==> config.mk <==
export PLATFORM = sky130hd
export DESIGN_NAME = timer_mode_ctrl
export DESIGN_NICKNAME = d
export VERILOG_FILES = /design/src/timer_mode_pkg.sv /design/src/count_tick_gen.sv /design/src/timer_mode_ctrl.sv
export SDC_FILE = /design/constraint.sdc
export NUM_CORES = 1
export LEC_CHECK = 0
export BUFFER_PORTS_ARGS = -buffer_cell sky130_fd_sc_hd__buf_2
export CAP_MARGIN = 5
export CORE_MARGIN = 4
export CORE_UTILIZATION = 42
export CTS_CLUSTER_SIZE = 30
export DETAILED_ROUTE_END_ITERATION = 7
export PLACE_DENSITY_LB_ADDON = 0.15
export SLEW_MARGIN = 20
export SYNTH_ARGS = -nofsm -noshare
export SYNTH_HDL_FRONTEND = slang
export SYNTH_SLANG_ARGS = --single-unit
==> constraint.sdc <==
create_clock -name clk -period 2.1 [get_ports clk]
set_clock_uncertainty 0.05 [all_clocks]
set_input_delay 0.105 -clock clk [delete_from_list [all_inputs] [get_ports clk]]
set_output_delay 0.105 -clock clk [all_outputs]
set_load 0.1 [all_outputs]
==> src/timer_mode_pkg.sv <==
// Purpose: Shared constants for the timer mode and control register block
// Assumes: APB slave with 32-bit data, one byte-wide register per word
// Notes:   Offsets are byte addresses within the block
package timer_mode_pkg;

  // ****************************************
  // Register map
  // ****************************************
  localparam logic [7:0] MODE_OFFSET = 8'h00;
  localparam logic [7:0] CTRL_OFFSET = 8'h04;

  // ****************************************
  // Mode register fields
  // ****************************************
  localparam int MODE_RUN_BIT   = 7;
  localparam int MODE_BUFB_BIT  = 5;
  localparam int MODE_BUFA_BIT  = 4;
  localparam int MODE_PULSE_MODE_CH_D_BIT  = 2;
  localparam int MODE_PULSE_MODE_CH_C_BIT  = 1;
  localparam int MODE_PULSE_MODE_CH_B_BIT  = 0;
  localparam logic [7:0] MODE_RSVD_MASK = 8'h48;
  localparam logic [7:0] MODE_WR_MASK   = 8'hB7;
  localparam logic [7:0] MODE_RESET     = 8'h00;

  // ****************************************
  // Control register fields
  // ****************************************
  localparam int CTRL_CLR_BIT   = 7;
  localparam int CTRL_CKS_LSB   = 4;
  localparam int CTRL_LVL_LSB   = 0;
  localparam logic [7:0] CTRL_RESET = 8'h00;

  // ****************************************
  // Clock select codes
  // ****************************************
  localparam logic [2:0] CKS_DIV1 = 3'h0;
  localparam logic [2:0] CKS_DIV2 = 3'h1;
  localparam logic [2:0] CKS_DIV4 = 3'h2;
  localparam logic [2:0] CKS_DIV8 = 3'h3;
  localparam int         CKS_EXT_BIT = 2;

  // ****************************************
  // Prescaler
  // ****************************************
  localparam int PRESCALE_W = 3;

endpackage

==> src/count_tick_gen.sv <==
// Purpose: Count enable generator for the timer counter
// Assumes: External event input synchronous to clk
// Notes:   Divided ticks are one-cycle enables, never derived clocks
`timescale 1ns/100ps
`default_nettype none
module count_tick_gen
  import timer_mode_pkg::*;
#(
  parameter int DIV_W = PRESCALE_W
) (
  input  wire logic       clk,
  input  wire logic       rst,
  input  wire logic       run,
  input  wire logic [2:0] clock_select,
  input  wire logic       subclock_mode,
  input  wire logic       subclock_tick,
  input  wire logic       external_event_clock,
  output logic            count_tick
);

  logic [DIV_W-1:0] div_r;
  logic [DIV_W-1:0] div_nxt;
  logic             ext_prev_r;
  logic             ext_prev_nxt;
  logic             tick_sel;

  // Free prescaler; it keeps running so phase is independent of run
  always_comb begin
    div_nxt      = div_r + {{(DIV_W-1){1'b0}}, 1'b1};
    ext_prev_nxt = external_event_clock;
  end

  always_ff @(posedge clk or posedge rst) begin
    if (rst) begin
      div_r      <= '0;
      ext_prev_r <= 1'b0;
    end else begin
      div_r      <= div_nxt;
      ext_prev_r <= ext_prev_nxt;
    end
  end

  // Source select; switching codes may shorten one period
  always_comb begin
    tick_sel = 1'b0;
    if (clock_select[CKS_EXT_BIT]) begin
      tick_sel = external_event_clock & ~ext_prev_r;
    end else begin
      unique case (clock_select[1:0])
        CKS_DIV1[1:0]: tick_sel = subclock_mode ? subclock_tick : 1'b1;
        CKS_DIV2[1:0]: tick_sel = (div_r[0] == 1'b1);
        CKS_DIV4[1:0]: tick_sel = (div_r[1:0] == 2'b11);
        CKS_DIV8[1:0]: tick_sel = (div_r[2:0] == 3'b111);
      endcase
    end
  end

  // Halted counter sees no tick at all
  assign count_tick = run & tick_sel;

endmodule
`default_nettype wire

==> src/timer_mode_ctrl.sv <==
// Purpose: Mode and control registers of a 16-bit timer over APB
// Assumes: Zero-wait APB slave, all inputs synchronous to clk
// Notes:   Outputs steer the counter, the channels and the pin levels
//
// Summary of operation
// [RQ1] Counter runs only while run bit set
// [RQ2] Mode bits 6 and 3 read one
// [RQ3] Bit 5 pairs register D behind B
// [RQ4] Bit 4 pairs register C behind A
// [RQ5] Bit 2 selects pulse mode on D
// [RQ6] Bit 1 selects pulse mode on C
// [RQ7] Bit 0 selects pulse mode on B
// [RQ8] Clear counter on match A when enabled
// [RQ9] Otherwise counter runs free, never cleared
// [RQ10] Codes 0 to 3 divide clock 1,2,4,8
// [RQ11] Top code bit counts external rising edges
// [RQ12] Undivided code uses subclock in sub modes
// [RQ13] Bit 3 sets pin D before match
// [RQ14] Bit 2 sets pin C before match
// [RQ15] Bit 1 sets pin B before match
// [RQ16] Bit 0 sets pin A before match
// [RQ17] Level changes appear on pins at once
// [RQ18] Reset clears all writable bits
//
// The implementer's own choices: the register offsets and register access over APB.
`timescale 1ns/100ps
`default_nettype none
module timer_mode_ctrl
  import timer_mode_pkg::*;
#(
  parameter int ADDR_W = 8
) (
  input  wire logic              clk,
  input  wire logic              rst,
  input  wire logic              psel,
  input  wire logic              penable,
  input  wire logic              pwrite,
  input  wire logic [ADDR_W-1:0] paddr,
  input  wire logic [31:0]       pwdata,
  output logic [31:0]            prdata,
  output logic                   pready,
  output logic                   pslverr,
  input  wire logic              subclock_mode,
  input  wire logic              subclock_tick,
  input  wire logic              external_event_clock,
  input  wire logic              compare_match_a,
  input  wire logic              compare_match_b,
  input  wire logic              compare_match_c,
  input  wire logic              compare_match_d,
  input  wire logic              channel_level_a,
  input  wire logic              channel_level_b,
  input  wire logic              channel_level_c,
  input  wire logic              channel_level_d,
  output logic                   counter_run,
  output logic                   count_tick,
  output logic                   counter_clear,
  output logic                   clear_on_match_a,
  output logic                   buffer_pair_a_enable,
  output logic                   buffer_pair_b_enable,
  output logic                   pulse_mode_ch_b,
  output logic                   pulse_mode_ch_c,
  output logic                   pulse_mode_ch_d,
  output logic                   timer_pin_a,
  output logic                   timer_pin_b,
  output logic                   timer_pin_c,
  output logic                   timer_pin_d
);

  // ****************************************
  // Bus decode
  // ****************************************
  logic       sel_mode;
  logic       sel_ctrl;
  logic       mapped;
  logic       setup_ph;
  logic       access_ph;
  logic       wr_mode;
  logic       wr_ctrl;
  logic [7:0] mode_r;
  logic [7:0] mode_nxt;
  logic [7:0] ctrl_r;
  logic [7:0] ctrl_nxt;
  logic [31:0] rdata_r;
  logic [31:0] rdata_nxt;
  logic [3:0] seen_r;
  logic [3:0] seen_nxt;
  logic [3:0] match_v;
  logic [3:0] level_v;
  logic [3:0] pin_v;
  logic [2:0] clock_select;
  logic       first_r;

  // The whole address decodes; bits above the low byte must be zero
  assign sel_mode  = ({{(32-ADDR_W){1'b0}}, paddr} == {24'h0000_00, MODE_OFFSET});
  assign sel_ctrl  = ({{(32-ADDR_W){1'b0}}, paddr} == {24'h0000_00, CTRL_OFFSET});
  assign mapped    = sel_mode | sel_ctrl;
  assign setup_ph  = psel & ~penable;
  assign access_ph = psel & penable;
  assign wr_mode   = access_ph & pwrite & sel_mode;
  assign wr_ctrl   = access_ph & pwrite & sel_ctrl;

  // Zero wait states; unmapped access errors and writes nothing
  assign pready  = 1'b1;
  assign pslverr = access_ph & ~mapped;
  assign prdata  = rdata_r;

  // ****************************************
  // Register file
  // ****************************************
  // Reserved mode bits are never stored, only forced on read
  always_comb begin
    mode_nxt = mode_r;
    ctrl_nxt = ctrl_r;
    if (wr_mode) begin
      // [RQ2] writes to reserved ignored
      mode_nxt = pwdata[7:0] & MODE_WR_MASK;
    end
    if (wr_ctrl) begin
      ctrl_nxt = pwdata[7:0];
    end
  end

  // Read data latched in setup so it is a flop in the access cycle
  always_comb begin
    rdata_nxt = rdata_r;
    if (setup_ph && !pwrite) begin
      rdata_nxt = 32'h0000_0000;
      if (sel_mode) begin
        // [RQ2] reserved bits read one
        rdata_nxt = {24'h0000_00, mode_r | MODE_RSVD_MASK};
      end else if (sel_ctrl) begin
        rdata_nxt = {24'h0000_00, ctrl_r};
      end
    end
  end

  // [RQ18] reset clears registers
  always_ff @(posedge clk or posedge rst) begin
    if (rst) begin
      mode_r  <= MODE_RESET;
      ctrl_r  <= CTRL_RESET;
      rdata_r <= 32'h0000_0000;
    end else begin
      mode_r  <= mode_nxt;
      ctrl_r  <= ctrl_nxt;
      rdata_r <= rdata_nxt;
    end
  end

  // ****************************************
  // Mode outputs
  // ****************************************
  // [RQ1] run gates counting
  assign counter_run          = mode_r[MODE_RUN_BIT];
  // [RQ3] pair D behind B
  assign buffer_pair_b_enable = mode_r[MODE_BUFB_BIT];
  // [RQ4] pair C behind A
  assign buffer_pair_a_enable = mode_r[MODE_BUFA_BIT];
  // [RQ5] pulse mode D
  assign pulse_mode_ch_d      = mode_r[MODE_PULSE_MODE_CH_D_BIT];
  // [RQ6] pulse mode C
  assign pulse_mode_ch_c      = mode_r[MODE_PULSE_MODE_CH_C_BIT];
  // [RQ7] pulse mode B
  assign pulse_mode_ch_b      = mode_r[MODE_PULSE_MODE_CH_B_BIT];
  assign clear_on_match_a     = ctrl_r[CTRL_CLR_BIT];
  assign clock_select         = ctrl_r[CTRL_CKS_LSB +: 3];

  // [RQ8] clear on match A
  // [RQ9] free run when disabled
  assign counter_clear = clear_on_match_a & compare_match_a;

  // ****************************************
  // Count enable
  // ****************************************
  // [RQ10] internal divide select
  // [RQ11] external edge count
  // [RQ12] subclock substitution
  count_tick_gen #(
    .DIV_W(PRESCALE_W)
  ) u_tick (
    .clk                  (clk),
    .rst                  (rst),
    .run                  (counter_run),
    .clock_select         (clock_select),
    .subclock_mode        (subclock_mode),
    .subclock_tick        (subclock_tick),
    .external_event_clock (external_event_clock),
    .count_tick           (count_tick)
  );

  // ****************************************
  // Pin initial levels
  // ****************************************
  assign match_v = {compare_match_d, compare_match_c, compare_match_b, compare_match_a};
  assign level_v = {channel_level_d, channel_level_c, channel_level_b, channel_level_a};

  // Match seen per channel; a match in the write cycle wins
  always_comb begin
    seen_nxt = seen_r;
    if (wr_ctrl) begin
      seen_nxt = 4'h0;
    end
    seen_nxt = seen_nxt | match_v;
  end

  always_ff @(posedge clk or posedge rst) begin
    if (rst) begin
      seen_r  <= 4'h0;
      first_r <= 1'b1;
    end else begin
      seen_r  <= seen_nxt;
      first_r <= 1'b0;
    end
  end

  // [RQ13] [RQ14] [RQ15] [RQ16] level until first match
  // [RQ17] register drives pin directly
  assign pin_v = (seen_r & level_v) | (~seen_r & ctrl_r[CTRL_LVL_LSB +: 4]);
  assign timer_pin_a = pin_v[0];
  assign timer_pin_b = pin_v[1];
  assign timer_pin_c = pin_v[2];
  assign timer_pin_d = pin_v[3];

  // ****************************************
  // Assertions
  // ****************************************
  AST_HALT: assert property (@(posedge clk) disable iff (rst) // [RQ1]
    !counter_run |-> !count_tick) else $error("tick while halted");
  AST_RSVD: assert property (@(posedge clk) disable iff (rst) // [RQ2]
    setup_ph && !pwrite && sel_mode |=> prdata[6] && prdata[3])
    else $error("reserved mode bits not one");
  AST_BUFB: assert property (@(posedge clk) disable iff (rst) // [RQ3]
    wr_mode |=> buffer_pair_b_enable == $past(pwdata[5])) else $error("pair B wrong");
  AST_BUFA: assert property (@(posedge clk) disable iff (rst) // [RQ4]
    wr_mode |=> buffer_pair_a_enable == $past(pwdata[4])) else $error("pair A wrong");
  AST_PULSE_MODE_CH_D: assert property (@(posedge clk) disable iff (rst) // [RQ5]
    wr_mode |=> pulse_mode_ch_d == $past(pwdata[2])) else $error("pulse D wrong");
  AST_PULSE_MODE_CH_C: assert property (@(posedge clk) disable iff (rst) // [RQ6]
    wr_mode |=> pulse_mode_ch_c == $past(pwdata[1])) else $error("pulse C wrong");
  AST_PULSE_MODE_CH_B: assert property (@(posedge clk) disable iff (rst) // [RQ7]
    wr_mode |=> pulse_mode_ch_b == $past(pwdata[0])) else $error("pulse B wrong");
  AST_CLR_ON: assert property (@(posedge clk) disable iff (rst) // [RQ8]
    clear_on_match_a && compare_match_a |-> counter_clear) else $error("clear missed");
  AST_CLR_OFF: assert property (@(posedge clk) disable iff (rst) // [RQ9]
    !clear_on_match_a |-> !counter_clear) else $error("clear while free run");
  AST_DIV8: assert property (@(posedge clk) disable iff (rst) // [RQ10]
    count_tick && clock_select == CKS_DIV8 |=>
      (!count_tick || clock_select != CKS_DIV8)[*7]) else $error("divide by 8 wrong");
  AST_EXT: assert property (@(posedge clk) disable iff (rst) // [RQ11]
    counter_run && clock_select[2] && external_event_clock && !$past(external_event_clock)
      |-> count_tick) else $error("external edge missed");
  AST_SUB: assert property (@(posedge clk) disable iff (rst) // [RQ12]
    counter_run && clock_select == CKS_DIV1 && subclock_mode |-> count_tick == subclock_tick)
    else $error("subclock not used");
  AST_LVL_D: assert property (@(posedge clk) disable iff (rst) // [RQ13]
    !seen_r[3] |-> timer_pin_d == ctrl_r[3]) else $error("pin D level wrong");
  AST_LVL_C: assert property (@(posedge clk) disable iff (rst) // [RQ14]
    !seen_r[2] |-> timer_pin_c == ctrl_r[2]) else $error("pin C level wrong");
  AST_LVL_B: assert property (@(posedge clk) disable iff (rst) // [RQ15]
    !seen_r[1] |-> timer_pin_b == ctrl_r[1]) else $error("pin B level wrong");
  AST_LVL_A: assert property (@(posedge clk) disable iff (rst) // [RQ16]
    !seen_r[0] |-> timer_pin_a == ctrl_r[0]) else $error("pin A level wrong");
  AST_AT_ONCE: assert property (@(posedge clk) disable iff (rst) // [RQ17]
    wr_ctrl && match_v == 4'h0 |=> pin_v == $past(pwdata[3:0]))
    else $error("level write not on pins");
  AST_RESET: assert property (@(posedge clk) disable iff (rst) // [RQ18]
    first_r |-> mode_r == 8'h00 && ctrl_r == 8'h00 && !count_tick)
    else $error("registers not cleared by reset");

  // ****************************************
  // Write path and prescaler phase checks
  // ****************************************
  // Field-by-field landing of writes, and tick spacing for divide codes 1, 2 and 4
  AST_RUN_WR: assert property (@(posedge clk) disable iff (rst) // [RQ1]
    wr_mode |=> counter_run == $past(pwdata[7]))
    else $error("run bit not taken from write");
  AST_MODE_HOLD: assert property (@(posedge clk) disable iff (rst) // [RQ1]
    !wr_mode |=> mode_r == $past(mode_r))
    else $error("mode changed without write");
  AST_RSVD_WR: assert property (@(posedge clk) disable iff (rst) // [RQ2]
    wr_mode |=> (mode_r & MODE_RSVD_MASK) == 8'h00)
    else $error("reserved mode bits stored");
  AST_CLR_WR: assert property (@(posedge clk) disable iff (rst) // [RQ8]
    wr_ctrl |=> clear_on_match_a == $past(pwdata[7]))
    else $error("clear enable not taken from write");
  AST_CKS_WR: assert property (@(posedge clk) disable iff (rst) // [RQ10]
    wr_ctrl |=> clock_select == $past(pwdata[6:4]))
    else $error("clock select not taken from write");
  AST_DIV1: assert property (@(posedge clk) disable iff (rst) // [RQ10]
    counter_run && clock_select == CKS_DIV1 && !subclock_mode |-> count_tick)
    else $error("undivided tick missing");
  AST_DIV2: assert property (@(posedge clk) disable iff (rst) // [RQ10]
    count_tick && clock_select == CKS_DIV2 |=> !count_tick || clock_select != CKS_DIV2)
    else $error("divide by 2 wrong");
  AST_DIV4: assert property (@(posedge clk) disable iff (rst) // [RQ10]
    count_tick && clock_select == CKS_DIV4 |=>
      (!count_tick || clock_select != CKS_DIV4)[*3]) else $error("divide by 4 wrong");
  AST_EXT_ONLY: assert property (@(posedge clk) disable iff (rst) // [RQ11]
    clock_select[CKS_EXT_BIT] && !(external_event_clock && !$past(external_event_clock))
      |-> !count_tick) else $error("tick without external edge");
  AST_SEEN_SET: assert property (@(posedge clk) disable iff (rst) // [RQ13]
    match_v != 4'h0 |=> (seen_r & $past(match_v)) == $past(match_v))
    else $error("match not remembered");
  AST_CHAN_PIN: assert property (@(posedge clk) disable iff (rst) // [RQ16]
    seen_r != 4'h0 |-> ((pin_v ^ level_v) & seen_r) == 4'h0)
    else $error("pin not following channel after match");
  AST_LVL_WR: assert property (@(posedge clk) disable iff (rst) // [RQ17]
    wr_ctrl |=> ctrl_r[CTRL_LVL_LSB +: 4] == $past(pwdata[3:0]))
    else $error("level bits not taken from write");

endmodule
`default_nettype wire

==> flow_metrics.py <==
metrics = {
    "status": {
        "status": "completed",
    },
    "grt": {
        "grt.busiest_layer": "met2",
        "grt_pass1_wl_um": 4795,
        "grt_use_met1": 0.1460,
        "grt_max_degree": 31,
        "antenna_found_initial": 0,
        "grt.total_usage": 0.1259,
        "overflow": 0,
        "grtUsageMet3": 0.05378,
        "grt_pass1_vias": 1054,
        "use_met2": 0.2002,
    },
    "place": {
        "port_buffers": 53,
        "routabilityCongestion": 0.6763,
        "detailed_place_hpwl_um": 2277,
    },
    "floorplanning": {
        "die_w_um": 69.10,
        "rows": 21,
        "fp.coreArea_sq_um": 3468,
        "die-area_sq_um": 4774,
        "die_h_um": 69.10,
        "ios": 103,
        "initial_core_util": 0.4520,
    },
    "power_and_ir_drop": {
        "powerDensity_nw_per_um2": 721.8,
        "power_switching_mw": 0.5032,
        "leakage_nw": 1.060,
        "p_total_mw": 1.402,
        "power_frac_seq": 0.419,
        "ir_drop_uv": 410.3,
        "pwr-share-comb": 0.244,
        "p_int_mw": 0.8984,
        "clock_power_share": 0.337,
        "swShare": 0.3590,
    },
    "timing": {
        "setup_viol_count_final": 0,
        "fmax_mhz": 483.6,
        "period_share": 0.9848,
        "fin_crit_ns": 2.068,
        "worst_hold_slack_ns": 0.01086,
        "rsz0062_at_grt": "yes",
        "final-hold-violation-count": 0,
        "maxSlewViolCount": 0,
    },
    "synthesis": {
        "netlist_top_cells_area": "dfrtp_1 (48%), buf_4 (12%), mux2_2 (8.6%), mux2_4 (5.7%), mux2i_1 (3.8%)",
        "synth_compound_area_frac": 0.07023,
        "synth_seq_area_share": 0.4789,
        "synth_top_cell_by_area": "dfrtp_1",
        "synth.top_cells.by_count": "dfrtp_1 (30), buf_4 (25), mux2_2 (12)",
        "netlist_area_sq_um": 1568,
        "synth_top_area_share": 0.4789,
        "synth_cell_type_count": 27,
        "synthFlopType": "dfrtp_1",
        "async_reset_ff_frac": 1.000,
        "synth_edf_count": 0,
        "synth.most_common_cell": "dfrtp_1",
        "synth_top_family_by_area": "multiplexers",
        "synthAdderAreaFrac": 0.01596,
        "yosys.area_share.xor_xnor": 0,
        "synthMuxAreaShare": 0.1963,
        "ys_warn_count": 0,
        "yosys.area_share.simple": 0.08140,
        "syn_inst": 127,
        "synth_seq_cells": 30,
        "postSynthAreaPerCell_sq_um": 12.34,
    },
    "clocking": {
        "clk_pin_slew_ns": 0.06,
        "numCtsBuffers": 5,
        "post-cts-setup-buffers": 0,
        "cts_root_buffer": "clkbuf_8",
        "clock_latency_ns": 0.28,
        "cts.sinks": 30,
        "htree_levels": 2,
        "clk_path_buf_depth": 2,
        "cts_tree": "yes",
    },
    "route": {
        "drc": 0,
        "vias": 1057,
        "drt_iter0_markers": 33,
        "ant_nets": 0,
        "detail_route.vias_per_cell": 4.498,
        "drt_wl_total_um": 2930,
        "routedWlPerCell_um": 12.47,
        "dr.pass1.iters": 2,
    },
    "finish": {
        "drive_gt1_frac": 0.4868,
        "n_antenna_cell": 0,
        "syn2layout_area_growth_pct": 23.86,
        "layout.nets": 246,
        "n_fill_cell": 302,
        "utilization": 0.5599,
    },
    "critical_path": {
        "endpoint": "count_tick",
        "slowest_stage": "mux4_2",
        "crit_path_end_kind": "output pin",
        "r2r-start": "u_tick.div_r[0]$_DFF_PP0_",
        "worstReg2RegEnd": "u_tick.div_r[2]$_DFF_PP0_",
        "critPathMaxFanout": 3,
        "path_cells": "ha_2 > ha_2 > mux4_2 > o211a_1 > buf_12",
        "cp.arrival_ns": 1.91,
        "critical_path.most_common_cell": "ha_2",
        "startpoint_type": "flop",
        "cp.required_ns": 1.95,
        "reg2reg_depth": 2,
        "slowest_delay_ns": 0.46,
        "critPathKind": "reg2out",
        "startpoint": "u_tick.div_r[0]$_DFF_PP0_",
        "reg2reg_slack_ns": 1.09,
    },
    "min_path": {
        "hp-class": "in2reg",
    },
    "job": {
        "drv_cap": 0,
    },
}
critical path, delay by kind of cell (launching register included):
family | cells | cell delay, ns
buffers and inverters | 1 | 0.17
DFF | 1 | 0.40
adders and majority gates | 2 | 0.35
AOI/OAI and AO/OA | 1 | 0.25
muxes | 1 | 0.46
what timing repair did:
action,in CTS,in global routing
endpoints found under the hold margin,36,0
gates resized for setup,5,1
hold buffers,7,0
pin swaps,2,2
setup endpoints to repair,1,1
power groups by stage:
stage | logic (mW) | registers [mW] | clock network [mW]
after floorplan | 0.310 | 0.613 | 0
after global placement | 0.330 | 0.598 | 0
after detailed placement | 0.332 | 0.598 | 0
after CTS | 0.343 | 0.587 | 0.484
after global routing | 0.355 | 0.588 | 0.507
final | 0.342 | 0.587 | 0.472
registers in the layout (all words and copies together) (netlist names):
register / cells
ctrl_r: 8
prdata: 8
mode_r: 6
seen_r: 4
u_tick.div_r: 3
u_tick.ext_prev_r: 1
final cells by class:
| cell class | count | area [sq um] | share of cell area |
|---|---|---|---|
| clock buffers | 7 | 86.33 | 0.04446 |
| inverters | 4 | 15.01 | 0.007732 |
| multi-input cells | 86 | 669.4 | 0.3447 |
| clock inverters | 1 | 5.005 | 0.002577 |
| repair buffers | 61 | 357.8 | 0.1843 |
| well taps | 46 | 57.56 | 0.02964 |
| flip-flops and latches | 30 | 750.7 | 0.3866 |
cells in the final DEF, fill, tap and decap left out, types with 2 or more instances in the layout:
master,instances
inv_1,4
or4_4,2
ha_2,2
mux2_4,6
a21o_2,4
dlygate4sd3_1,7
clkbuf_8,6
dfrtp_1,30
nand2_1,8
buf_2,52
mux2i_1,6
nor2_1,2
mux2_2,12
conb_1,25
o31ai_1,8
layer usage:
metal | routed length, um | vias up
met5 | 0 | -
met4 | 37 | 0
met3 | 330 | 6
met2 | 1375 | 55
met1 | 1187 | 488
li1 | - | 508
how the worst min path moves through the flow:
stage	depth (start not counted)	to	startpoint	slack, ns
6_report	2	ctrl_r[3]$_DFFE_PP0P_	pwdata[3]	0.01
5_1_grt	2	ctrl_r[3]$_DFFE_PP0P_	pwdata[3]	0.01
4_1_cts	2	ctrl_r[3]$_DFFE_PP0P_	pwdata[3]	0.003
3_5_place_dp	3	seen_r[1]$_DFF_PP0_	rst	0.14
3_3_place_gp	3	seen_r[1]$_DFF_PP0_	rst	0.14
2_1_floorplan	0	u_tick.ext_prev_r$_DFF_PP0_	external_event_clock	0.09
cell families (layout without fill, tap and decap cells):
| group | count (synthesis) | after routing |
|---|---|---|
| simple gates | 20 | 20 |
| other cells | 2 | 25 |
| compound gates | 14 | 14 |
| mux | 25 | 25 |
| buf+inv | 34 | 73 |
| fa+ha+maj | 2 | 2 |
| flops | 30 | 30 |
through the flow:
| step | setup WS (ns) | std cells | instance area, sq um | TNS (ns) |
|---|---|---|---|---|
| after CTS | 0.004686 | 235 | 1939 | 0 |
| after detailed placement | 0.1599 | 220 | 1760 | 0 |
| after floorplan | 0.1486 | 150 | 1654 | 0 |
| after global placement | 0.1715 | 220 | 1760 | 0 |
| final | 0.03199 | 235 | 1942 | 0 |
| after global routing | -0.02474 | 235 | 1942 | -0.02474 |
No activity file was read; power rests on OpenSTA's default activity.
